===== src/pkg/cil_pkg.sv =====
// Constants shared by the cascaded interrupt input logic
package cil_pkg;
    // ----------------------------------------------------------------
    // Register byte offsets
    // ----------------------------------------------------------------
    localparam logic [7:0] ADDR_ENABLE = 8'h00;
    localparam logic [7:0] ADDR_MODE   = 8'h04;
    localparam logic [7:0] ADDR_PEND   = 8'h08;
    localparam logic [7:0] ADDR_VBASE  = 8'h0c;
    localparam logic [7:0] ADDR_STATUS = 8'h10;

    // ----------------------------------------------------------------
    // Reset values and field positions
    // ----------------------------------------------------------------
    localparam logic [31:0] RST_ENABLE = 32'h0000_0000;
    localparam logic [31:0] RST_MODE   = 32'h0000_0000;
    localparam logic [31:0] RST_VBASE  = 32'h0000_0010;
    localparam int          STAT_SEL_LSB  = 0;
    localparam int          STAT_ANY_BIT  = 5;
    localparam int          STAT_ROLE_LSB = 6;

    // ----------------------------------------------------------------
    // Positions and roles
    // ----------------------------------------------------------------
    localparam int MAX_SOURCES = 32;
    localparam int CASC_POS    = 31;

    typedef enum logic [2:0] {
        ROLE_FINAL   = 3'b001,
        ROLE_INTER   = 3'b010,
        ROLE_PRIMARY = 3'b100
    } cil_role_t;
endpackage


===== src/design/cil_top.sv =====
// Cascade and input recognition logic of the interrupt controller
//
// Chosen here: the APB slave port and the register offsets.
`timescale 1ns/1ps
//
// Contract
// - One instance takes at most 32 sources; larger systems chain instances.
// - Cascade disabled with primary set is illegal, refused at elaboration.
// - Both cascade settings set: primary instance, talks to processor.
// - Primary offers 31 peripheral inputs; position 31 is the cascade port.
// - Cascade set, primary clear: intermediate stage for over 63 sources.
// - Intermediate has a cascade port and 31 peripheral inputs.
// - Both settings clear: final instance, no cascade port, 1 to 32 inputs.
// - Cascade port bundles request in, vector in and acknowledge out.
// - Positions 0 to 30 are serviced before cascaded position 31.
// - Standard mode cascade adds only the request input.
// - Fast mode cascade adds request, vector input and acknowledge output.
// - Fast mode drives handler address out; processor acknowledges it.
module cil_top #(
    parameter int          NUM_INPUTS      = 32,
    parameter bit          EN_CASCADE      = 1'b0,
    parameter bit          CASCADE_PRIMARY = 1'b0,
    parameter bit          HAS_FAST        = 1'b0,
    parameter logic [31:0] REQUEST_EDGE_OR_LEVEL_SETTING  = 32'hffff_ffff,
    parameter logic [31:0] REQUEST_ASYNC_SAMPLING_SETTING = 32'h0000_0000
) (
    input  wire logic                  clk,
    input  wire logic                  rst,
    input  wire logic                  psel,
    input  wire logic                  penable,
    input  wire logic                  pwrite,
    input  wire logic [7:0]            paddr,
    input  wire logic [31:0]           pwdata,
    output logic      [31:0]           prdata,
    output logic                       pready,
    output logic                       pslverr,
    input  wire logic [NUM_INPUTS-1:0] intr,
    input  wire logic                  irq_in,
    input  wire logic [31:0]           vec_in,
    output logic                       ack_out,
    output logic                       irq,
    output logic      [31:0]           vector_addr,
    input  wire logic                  proc_ack
);
    // ----------------------------------------------------------------
    // Configuration checks
    // ----------------------------------------------------------------
    if (NUM_INPUTS < 1 || NUM_INPUTS > cil_pkg::MAX_SOURCES) begin : g_bad_num
        $error("input count must be 1 to 32");
    end
    if (!EN_CASCADE && CASCADE_PRIMARY) begin : g_bad_casc
        $error("primary set without cascade enable");
    end

    // Role follows the two cascade settings
    localparam cil_pkg::cil_role_t ROLE = !EN_CASCADE ? cil_pkg::ROLE_FINAL :
        (CASCADE_PRIMARY ? cil_pkg::ROLE_PRIMARY : cil_pkg::ROLE_INTER);

    // ----------------------------------------------------------------
    // Input sampling
    // ----------------------------------------------------------------
    logic [31:0] raw;
    logic [31:0] sync1_r;
    logic [31:0] sync2_r;
    logic [31:0] sync3_r;
    logic [31:0] samp_r;
    logic [31:0] samp_nxt;
    logic [31:0] prev_r;

    // Unused positions read as zero
    always_comb begin
        raw = '0;
        raw[NUM_INPUTS-1:0] = intr;
    end

    // Per bit: async passes three flops, sync is taken directly
    for (genvar i = 0; i < 32; i++) begin : g_samp
        always_comb begin
            if (REQUEST_ASYNC_SAMPLING_SETTING[i]) begin
                samp_nxt[i] = (sync2_r[i] == sync3_r[i]) ? sync3_r[i] : samp_r[i];
            end else begin
                samp_nxt[i] = raw[i];
            end
        end
    end

    // Synchroniser and sample registers
    always_ff @(posedge clk) begin
        if (rst) begin
            sync1_r <= '0;
            sync2_r <= '0;
            sync3_r <= '0;
            samp_r  <= '0;
            prev_r  <= '0;
        end else begin
            sync1_r <= raw;
            sync2_r <= sync1_r;
            sync3_r <= sync2_r;
            samp_r  <= samp_nxt;
            prev_r  <= samp_r;
        end
    end

    // ----------------------------------------------------------------
    // Registers, pending and service state
    // ----------------------------------------------------------------
    logic [31:0] enable_r;
    logic [31:0] enable_nxt;
    logic [31:0] mode_r;
    logic [31:0] mode_nxt;
    logic [31:0] vbase_r;
    logic [31:0] vbase_nxt;
    logic [31:0] pend_r;
    logic [31:0] pend_nxt;
    logic [31:0] req;
    logic [31:0] clr;
    logic [4:0]  sel;
    logic        any;
    logic        fast_sel;
    logic        casc_sel;
    logic        irq_nxt;
    logic        ack_out_nxt;
    logic [31:0] vector_nxt;
    logic        wr;

    assign wr = psel && penable && pwrite;

    // Request per position: level follows input, edge is latched
    always_comb begin
        req = '0;
        clr = '0;
        pend_nxt = '0;
        for (int i = 0; i < 32; i++) begin
            if (wr && paddr == cil_pkg::ADDR_PEND) begin
                clr[i] = pwdata[i];
            end
            if (proc_ack && any && sel == i[4:0]) begin
                clr[i] = 1'b1;
            end
            if (EN_CASCADE && i == cil_pkg::CASC_POS) begin
                req[i] = irq_in;
            end else if (i < NUM_INPUTS) begin
                if (REQUEST_EDGE_OR_LEVEL_SETTING[i]) begin
                    // Set wins over a clear in the same cycle
                    pend_nxt[i] = (samp_r[i] && !prev_r[i]) ||
                        (pend_r[i] && !clr[i]);
                    req[i] = pend_r[i];
                end else begin
                    req[i] = samp_r[i];
                end
            end
        end
    end

    // Lowest index wins, so position 31 comes last
    always_comb begin
        sel = 5'h00;
        any = 1'b0;
        for (int i = 31; i >= 0; i--) begin
            if (req[i] && enable_r[i]) begin
                sel = i[4:0];
                any = 1'b1;
            end
        end
    end

    assign casc_sel = EN_CASCADE && any && sel == 5'(cil_pkg::CASC_POS);
    assign fast_sel = HAS_FAST && any && mode_r[sel];

    // Next values of software registers and outputs
    always_comb begin
        enable_nxt  = enable_r;
        mode_nxt    = mode_r;
        vbase_nxt   = vbase_r;
        if (wr && paddr == cil_pkg::ADDR_ENABLE) begin
            enable_nxt = pwdata;
        end
        if (wr && paddr == cil_pkg::ADDR_MODE && HAS_FAST) begin
            mode_nxt = pwdata;
        end
        if (wr && paddr == cil_pkg::ADDR_VBASE) begin
            vbase_nxt = pwdata;
        end
        irq_nxt     = any;
        vector_nxt  = vbase_r;
        if (fast_sel) begin
            vector_nxt = casc_sel ? vec_in :
                vbase_r + {25'h0000000, sel, 2'b00};
        end
        ack_out_nxt = proc_ack && fast_sel && casc_sel;
    end

    // Register update
    always_ff @(posedge clk) begin
        if (rst) begin
            enable_r    <= cil_pkg::RST_ENABLE;
            mode_r      <= cil_pkg::RST_MODE;
            vbase_r     <= cil_pkg::RST_VBASE;
            pend_r      <= '0;
            irq         <= 1'b0;
            vector_addr <= cil_pkg::RST_VBASE;
            ack_out     <= 1'b0;
        end else begin
            enable_r    <= enable_nxt;
            mode_r      <= mode_nxt;
            vbase_r     <= vbase_nxt;
            pend_r      <= pend_nxt;
            irq         <= irq_nxt;
            vector_addr <= vector_nxt;
            ack_out     <= ack_out_nxt;
        end
    end

    // ----------------------------------------------------------------
    // APB slave, zero wait states
    // ----------------------------------------------------------------
    logic [31:0] rd_nxt;
    logic        hit;

    // Decode and read mux, sampled in the setup cycle
    always_comb begin
        hit    = 1'b1;
        rd_nxt = '0;
        case (paddr)
            cil_pkg::ADDR_ENABLE: rd_nxt = enable_r;
            cil_pkg::ADDR_MODE:   rd_nxt = HAS_FAST ? mode_r : 32'h0000_0000;
            cil_pkg::ADDR_PEND:   rd_nxt = req;
            cil_pkg::ADDR_VBASE:  rd_nxt = vbase_r;
            cil_pkg::ADDR_STATUS: begin
                rd_nxt[cil_pkg::STAT_SEL_LSB +: 5]  = sel;
                rd_nxt[cil_pkg::STAT_ANY_BIT]       = any;
                rd_nxt[cil_pkg::STAT_ROLE_LSB +: 3] = ROLE;
            end
            default: hit = 1'b0;
        endcase
    end

    // Read data register
    always_ff @(posedge clk) begin
        if (rst) begin
            prdata <= '0;
        end else if (psel && !penable && !pwrite) begin
            prdata <= rd_nxt;
        end
    end

    assign pready  = 1'b1;
    assign pslverr = psel && penable && !hit;

    // ----------------------------------------------------------------
    // Assertions
    // ----------------------------------------------------------------
    AST_PRIO_LOW_FIRST: assert property (@(posedge clk) disable iff (rst)
        |(req[30:0] & enable_r[30:0]) |-> sel != 5'd31)
        else $error("position 31 chosen over a lower request");

    AST_CASC_SOURCE: assert property (@(posedge clk) disable iff (rst)
        EN_CASCADE |-> req[31] == irq_in)
        else $error("cascade position not fed by request input");

    AST_INTR31_UNUSED: assert property (@(posedge clk) disable iff (rst)
        (EN_CASCADE && raw[31] && !irq_in) |-> !req[31])
        else $error("peripheral input 31 reached the cascade position");

    AST_CASC_VECTOR: assert property (@(posedge clk) disable iff (rst)
        (fast_sel && casc_sel) |=> vector_addr == $past(vec_in))
        else $error("downstream vector not forwarded");

    AST_ACK_FORWARD: assert property (@(posedge clk) disable iff (rst)
        (proc_ack && fast_sel && casc_sel) |=> ack_out ##1 !ack_out || $past(proc_ack))
        else $error("acknowledge not forwarded downstream");

    AST_STD_NO_ACK: assert property (@(posedge clk) disable iff (rst)
        !fast_sel |=> !ack_out)
        else $error("acknowledge out driven in standard mode");

    AST_FAST_VECTOR: assert property (@(posedge clk) disable iff (rst)
        (fast_sel && !casc_sel) |=>
        vector_addr == $past(vbase_r) + {25'h0000000, $past(sel), 2'b00})
        else $error("handler address wrong");

    AST_EDGE_LATCH: assert property (@(posedge clk) disable iff (rst)
        (REQUEST_EDGE_OR_LEVEL_SETTING[0] && samp_r[0] && !prev_r[0]) |=> pend_r[0])
        else $error("edge not latched");

    AST_SYNC_AGREE: assert property (@(posedge clk) disable iff (rst)
        (REQUEST_ASYNC_SAMPLING_SETTING[2] && samp_r[2] != $past(samp_r[2])) |->
        $past(sync2_r[2]) == $past(sync3_r[2]))
        else $error("async input changed before stages agreed");

    AST_IRQ_FOLLOWS: assert property (@(posedge clk) disable iff (rst)
        any |=> irq)
        else $error("irq missing after request");
endmodule


===== config.mk =====
export PLATFORM = sky130hd
export DESIGN_NAME = cil_top
export DESIGN_NICKNAME = d
export VERILOG_FILES = /design/src/pkg/cil_pkg.sv /design/src/design/cil_top.sv
export SDC_FILE = /design/constraint.sdc
export NUM_CORES = 1
export LEC_CHECK = 0
export BUFFER_PORTS_ARGS = -buffer_cell sky130_fd_sc_hd__buf_4
export CAP_MARGIN = 20
export CORE_UTILIZATION = 50
export DETAILED_ROUTE_END_ITERATION = 8
export PLACE_DENSITY = 0.74
export SETUP_SLACK_MARGIN = 0.2
export SLEW_MARGIN = 20
export SYNTH_ARGS = -nofsm -noshare
export SYNTH_HDL_FRONTEND = slang
export SYNTH_SLANG_ARGS = --single-unit

===== constraint.sdc =====
create_clock -name clk -period 6.7 [get_ports clk]
set_clock_uncertainty 0.15 [all_clocks]
set_input_delay 2.01 -clock clk [delete_from_list [all_inputs] [get_ports clk]]
set_output_delay 2.01 -clock clk [all_outputs]
set_load 0.05 [all_outputs]

==> impl_results.md <==
- Clk sink count: 225
- Met3 WL post-DR: between 1500 and 2000 um
- Worst hold path class: reg -> reg
- Adder-cell share of the synthesized area: 0%
- Number of register bits inferred by synthesis: approximately 230
- Crit end category: primary output
- Slew HR: 25.52%
- EDFF count, synth: 0
- Final WL: 23380 um
- Worst R2R End: pend_r[10]
- PortBufs: 143
- CTS H-tree depth: 1
- Clk Latency, worst-skew pair: around 520 ps
- Post-route cell area: 10950 sq um
- Fmax: around 170 MHz
- Final total power: approximately 2.9 mW
- Post-synthesis sequential area ratio: 50.29%
- Reg2Reg Launch Point: pend_r[13]
- Placed Cells: 1377
- Starting Density: 51.42%
- CP dominant cell by count: buf_4
- Tmin final: around 5700 ps
- Post-Synthesis Cells: 1063
- Syn_area_per_cell: between 8 and 9 sq um
- Antenna viol nets, final: 0
- CP Class: in -> out
- Wire length per cell: 16.49 um
- Synthesis-to-finish area growth: 22.24%
- Flop-to-flop setup slack: 3610 ps
- Run status: finished, final reports clean
- Io pins: roughly 180
- Die Ht: around 140 um
- DRC: 0
- Post-CTS sizing: 0
- Hold Path Origin: prdata[3]
- Most frequent cells in the layout: dfxtp_1 (225), nand2_1 (194), buf_4 (152)
- CTS tree: built
- Diode count: 0
- Worst vdd ir: ~0.00019 V
- Core area: 17420 sq um
- Yosys cell types: 56
- Syn Std Cell Area: 8956 sq um
- Post-CTS setup buffers: 0
- Pwr Density: between 200 and 300 nW/um^2
- Layout Nets: roughly 1300
- Rows: 48
- GRT overflow: 0
- Final setup viols: 0
- Final hold vios: 0
- Worst EP arrival: 3580 ps
- Complex-gate fraction of the synthesized area: 17.35%
- DR vias: 7981
- WL met2: 10470 um
- WHS Endpoint: prdata[3]
- WP depth: 5
- # Max-Cap Violations: 0
- Slowest cell delay on critical path: 540 ps
- Longest Clk Path Bufs: 3
- Crit path max fanout: 7
- R2R cell count: 6
- Crit start category: input pin
- Cells along the critical path: buf_4 -> or4_4 -> or3_1 -> and4_1 -> buf_4
- Routability congestion estimate from global placement: 0.8902
- Syn Nets: around 1200
- CP top delay family: simple AND/OR/NAND/NOR gates
- Share of cells above drive strength 1: between 10% and 20%
- Setup TNS: 0 ps
- Critical-path top delay cell: or4_4
- Number of fill cells: around 1500
- CTS root buf: clkbuf_16
- Final Non-Filler Cells: 1418
- LEAKAGE: 4.266 nW
- Most common cell after layout, fill and taps aside: dfxtp_1
- Clk pin slew, worst setup/hold paths: 60 ps
- Starting DRT DRC Count: 796
- Placed cell area: 10110 sq um
- Wl on met1: 10470 um
- DR vias/cell: 5.628
- Crit share post-route: 85.67%
- Mux cell area share after synthesis: 3.576%
- Crit path buf inv count: 2
- Die Width: around 140 um
- Initial antenna violation count: 0
- Slew Viols, Final: 0
- Largest net degree at the start of global routing: about 120
- First-pass GRT wire length: 37070 um
- Main combinational cell family by area after synthesis: simple AND/OR/NAND/NOR gates
- Tot GR Track Use: 24.98%
- Count of warnings emitted by yosys: 0
- Worst slew pin tran: 1117 ps
- Synth Area in XOR/XNOR: 0%
- Async set-or-reset flop fraction in the synthesized netlist: 0%
- Post-CTS Hold Buffers: 0
- Total CTS buffers: 24
- Top routing layer in use: met4
- Drt pass-1 iters: 8
- Dpl hpwl: 15690 um
- Req. time, crit path: 4540 ps
- Hold depth: 2
- Post-Synth Simple-Gate Area: around 25%
- RSZ-0062 raised after global routing: false
- Via count of the first global-routing pass: 7291
- Synth Flop Type: dfxtp_1
- DIE AREA: 18450 sq um
[worst max path at each step]
stage                    to      from  slack [ps]
global placement    pslverr  paddr[5]         960
floorplan           pslverr  paddr[5]        1170
finish              pslverr  paddr[5]         960
detailed placement  pslverr  paddr[5]         960
global route        pslverr  paddr[5]         890
CTS                 pslverr  paddr[5]         960
[cell type report]
type,count,area (sq um),share of cell area (%)
clock buffer,34,699.4,6.389
clock inverter,7,135.1,1.234
inverter,11,41.29,0.3771
multi-input combinational,763,4134,37.76
sequential,225,4504,41.14
tap,225,281.5,2.571
timing repair buffer,153,1152,10.53
[worst reg2reg max path: stages (launching register included)]
cell and delay [ps]:
dfxtp_1 370, a22o_1 290, a21oi_1 170, o2111ai_1 160
o21a_1 610, a21oi_1 1050, a31oi_1 150
[power breakdown]
group,switching [mW],internal (mW),leakage (nW)
clock,0.517,0.874,0.411
combinational,0.0831,0.0663,2.02
sequential,0.0258,1.37,1.83
[layer usage]
metal / GRT usage (%) / vias to the layer above
met1: 34.42 / 3709
li1: - / 3865
met4: 7.615 / 0
met2: 39.82 / 364
met3: 4.251 / 43
met5: 0 / -
[metrics by stage]
step	worst slack [ps]	utilization, %	hold WS [ps]
6_report	960.2	62.86	299.5
5_1_grt	894.2	62.86	317.8
4_1_cts	958.1	62.86	303.6
3_5_place_dp	964.8	58.07	295.6
3_3_place_gp	960.4	58.07	291.9
2_1_floorplan	1172	-	289.1
[flip-flops by register name, summed over array words and instances (netlist names)]
register	cells
enable_r	32
irq	1
pend_r	32
prdata	32
prev_r	32
samp_r	32
vbase_r	32
vector_addr	32
[synthesized netlist by cell type (all sizes together) (2+ instances only)]
| cell type | count | area, sq um |
|---|---|---|
| a21oi | 143 | 715.7 |
| a221oi | 2 | 17.52 |
| a22o | 11 | 96.34 |
| a22oi | 17 | 127.6 |
| a31oi | 41 | 256.5 |
| a32o | 5 | 50.05 |
| a32oi | 8 | 70.07 |
| a41oi | 4 | 35.03 |
| and2 | 5 | 31.28 |
| and3 | 4 | 25.02 |
| and4 | 2 | 17.52 |
| buf | 19 | 110.1 |
| clkbuf | 45 | 168.9 |
| clkinv | 2 | 7.510 |
| conb | 2 | 7.510 |
| dfxtp | 225 | 4504 |
| inv | 9 | 33.78 |
| mux2i | 32 | 320.3 |
| nand2 | 194 | 728.2 |
| nand3 | 5 | 25.02 |
| nand4 | 4 | 25.02 |
| nor2 | 106 | 397.9 |
| nor2b | 122 | 763.2 |
| nor3 | 12 | 60.06 |
| nor3b | 3 | 22.52 |
| nor4 | 3 | 25.02 |
| o2111ai | 2 | 17.52 |
| o211ai | 4 | 30.03 |
| o21a | 2 | 15.01 |
| o21ai | 5 | 25.02 |
| or2 | 2 | 12.51 |
| or3 | 3 | 18.77 |
[cells by family after synthesis]
logic type	after synthesis
and+or+nand+nor	474
AOI/OAI and AO/OA	255
DFF	225
buffers and inverters	75
muxes	32
other	2
No activity file was read; power rests on OpenSTA's default activity.
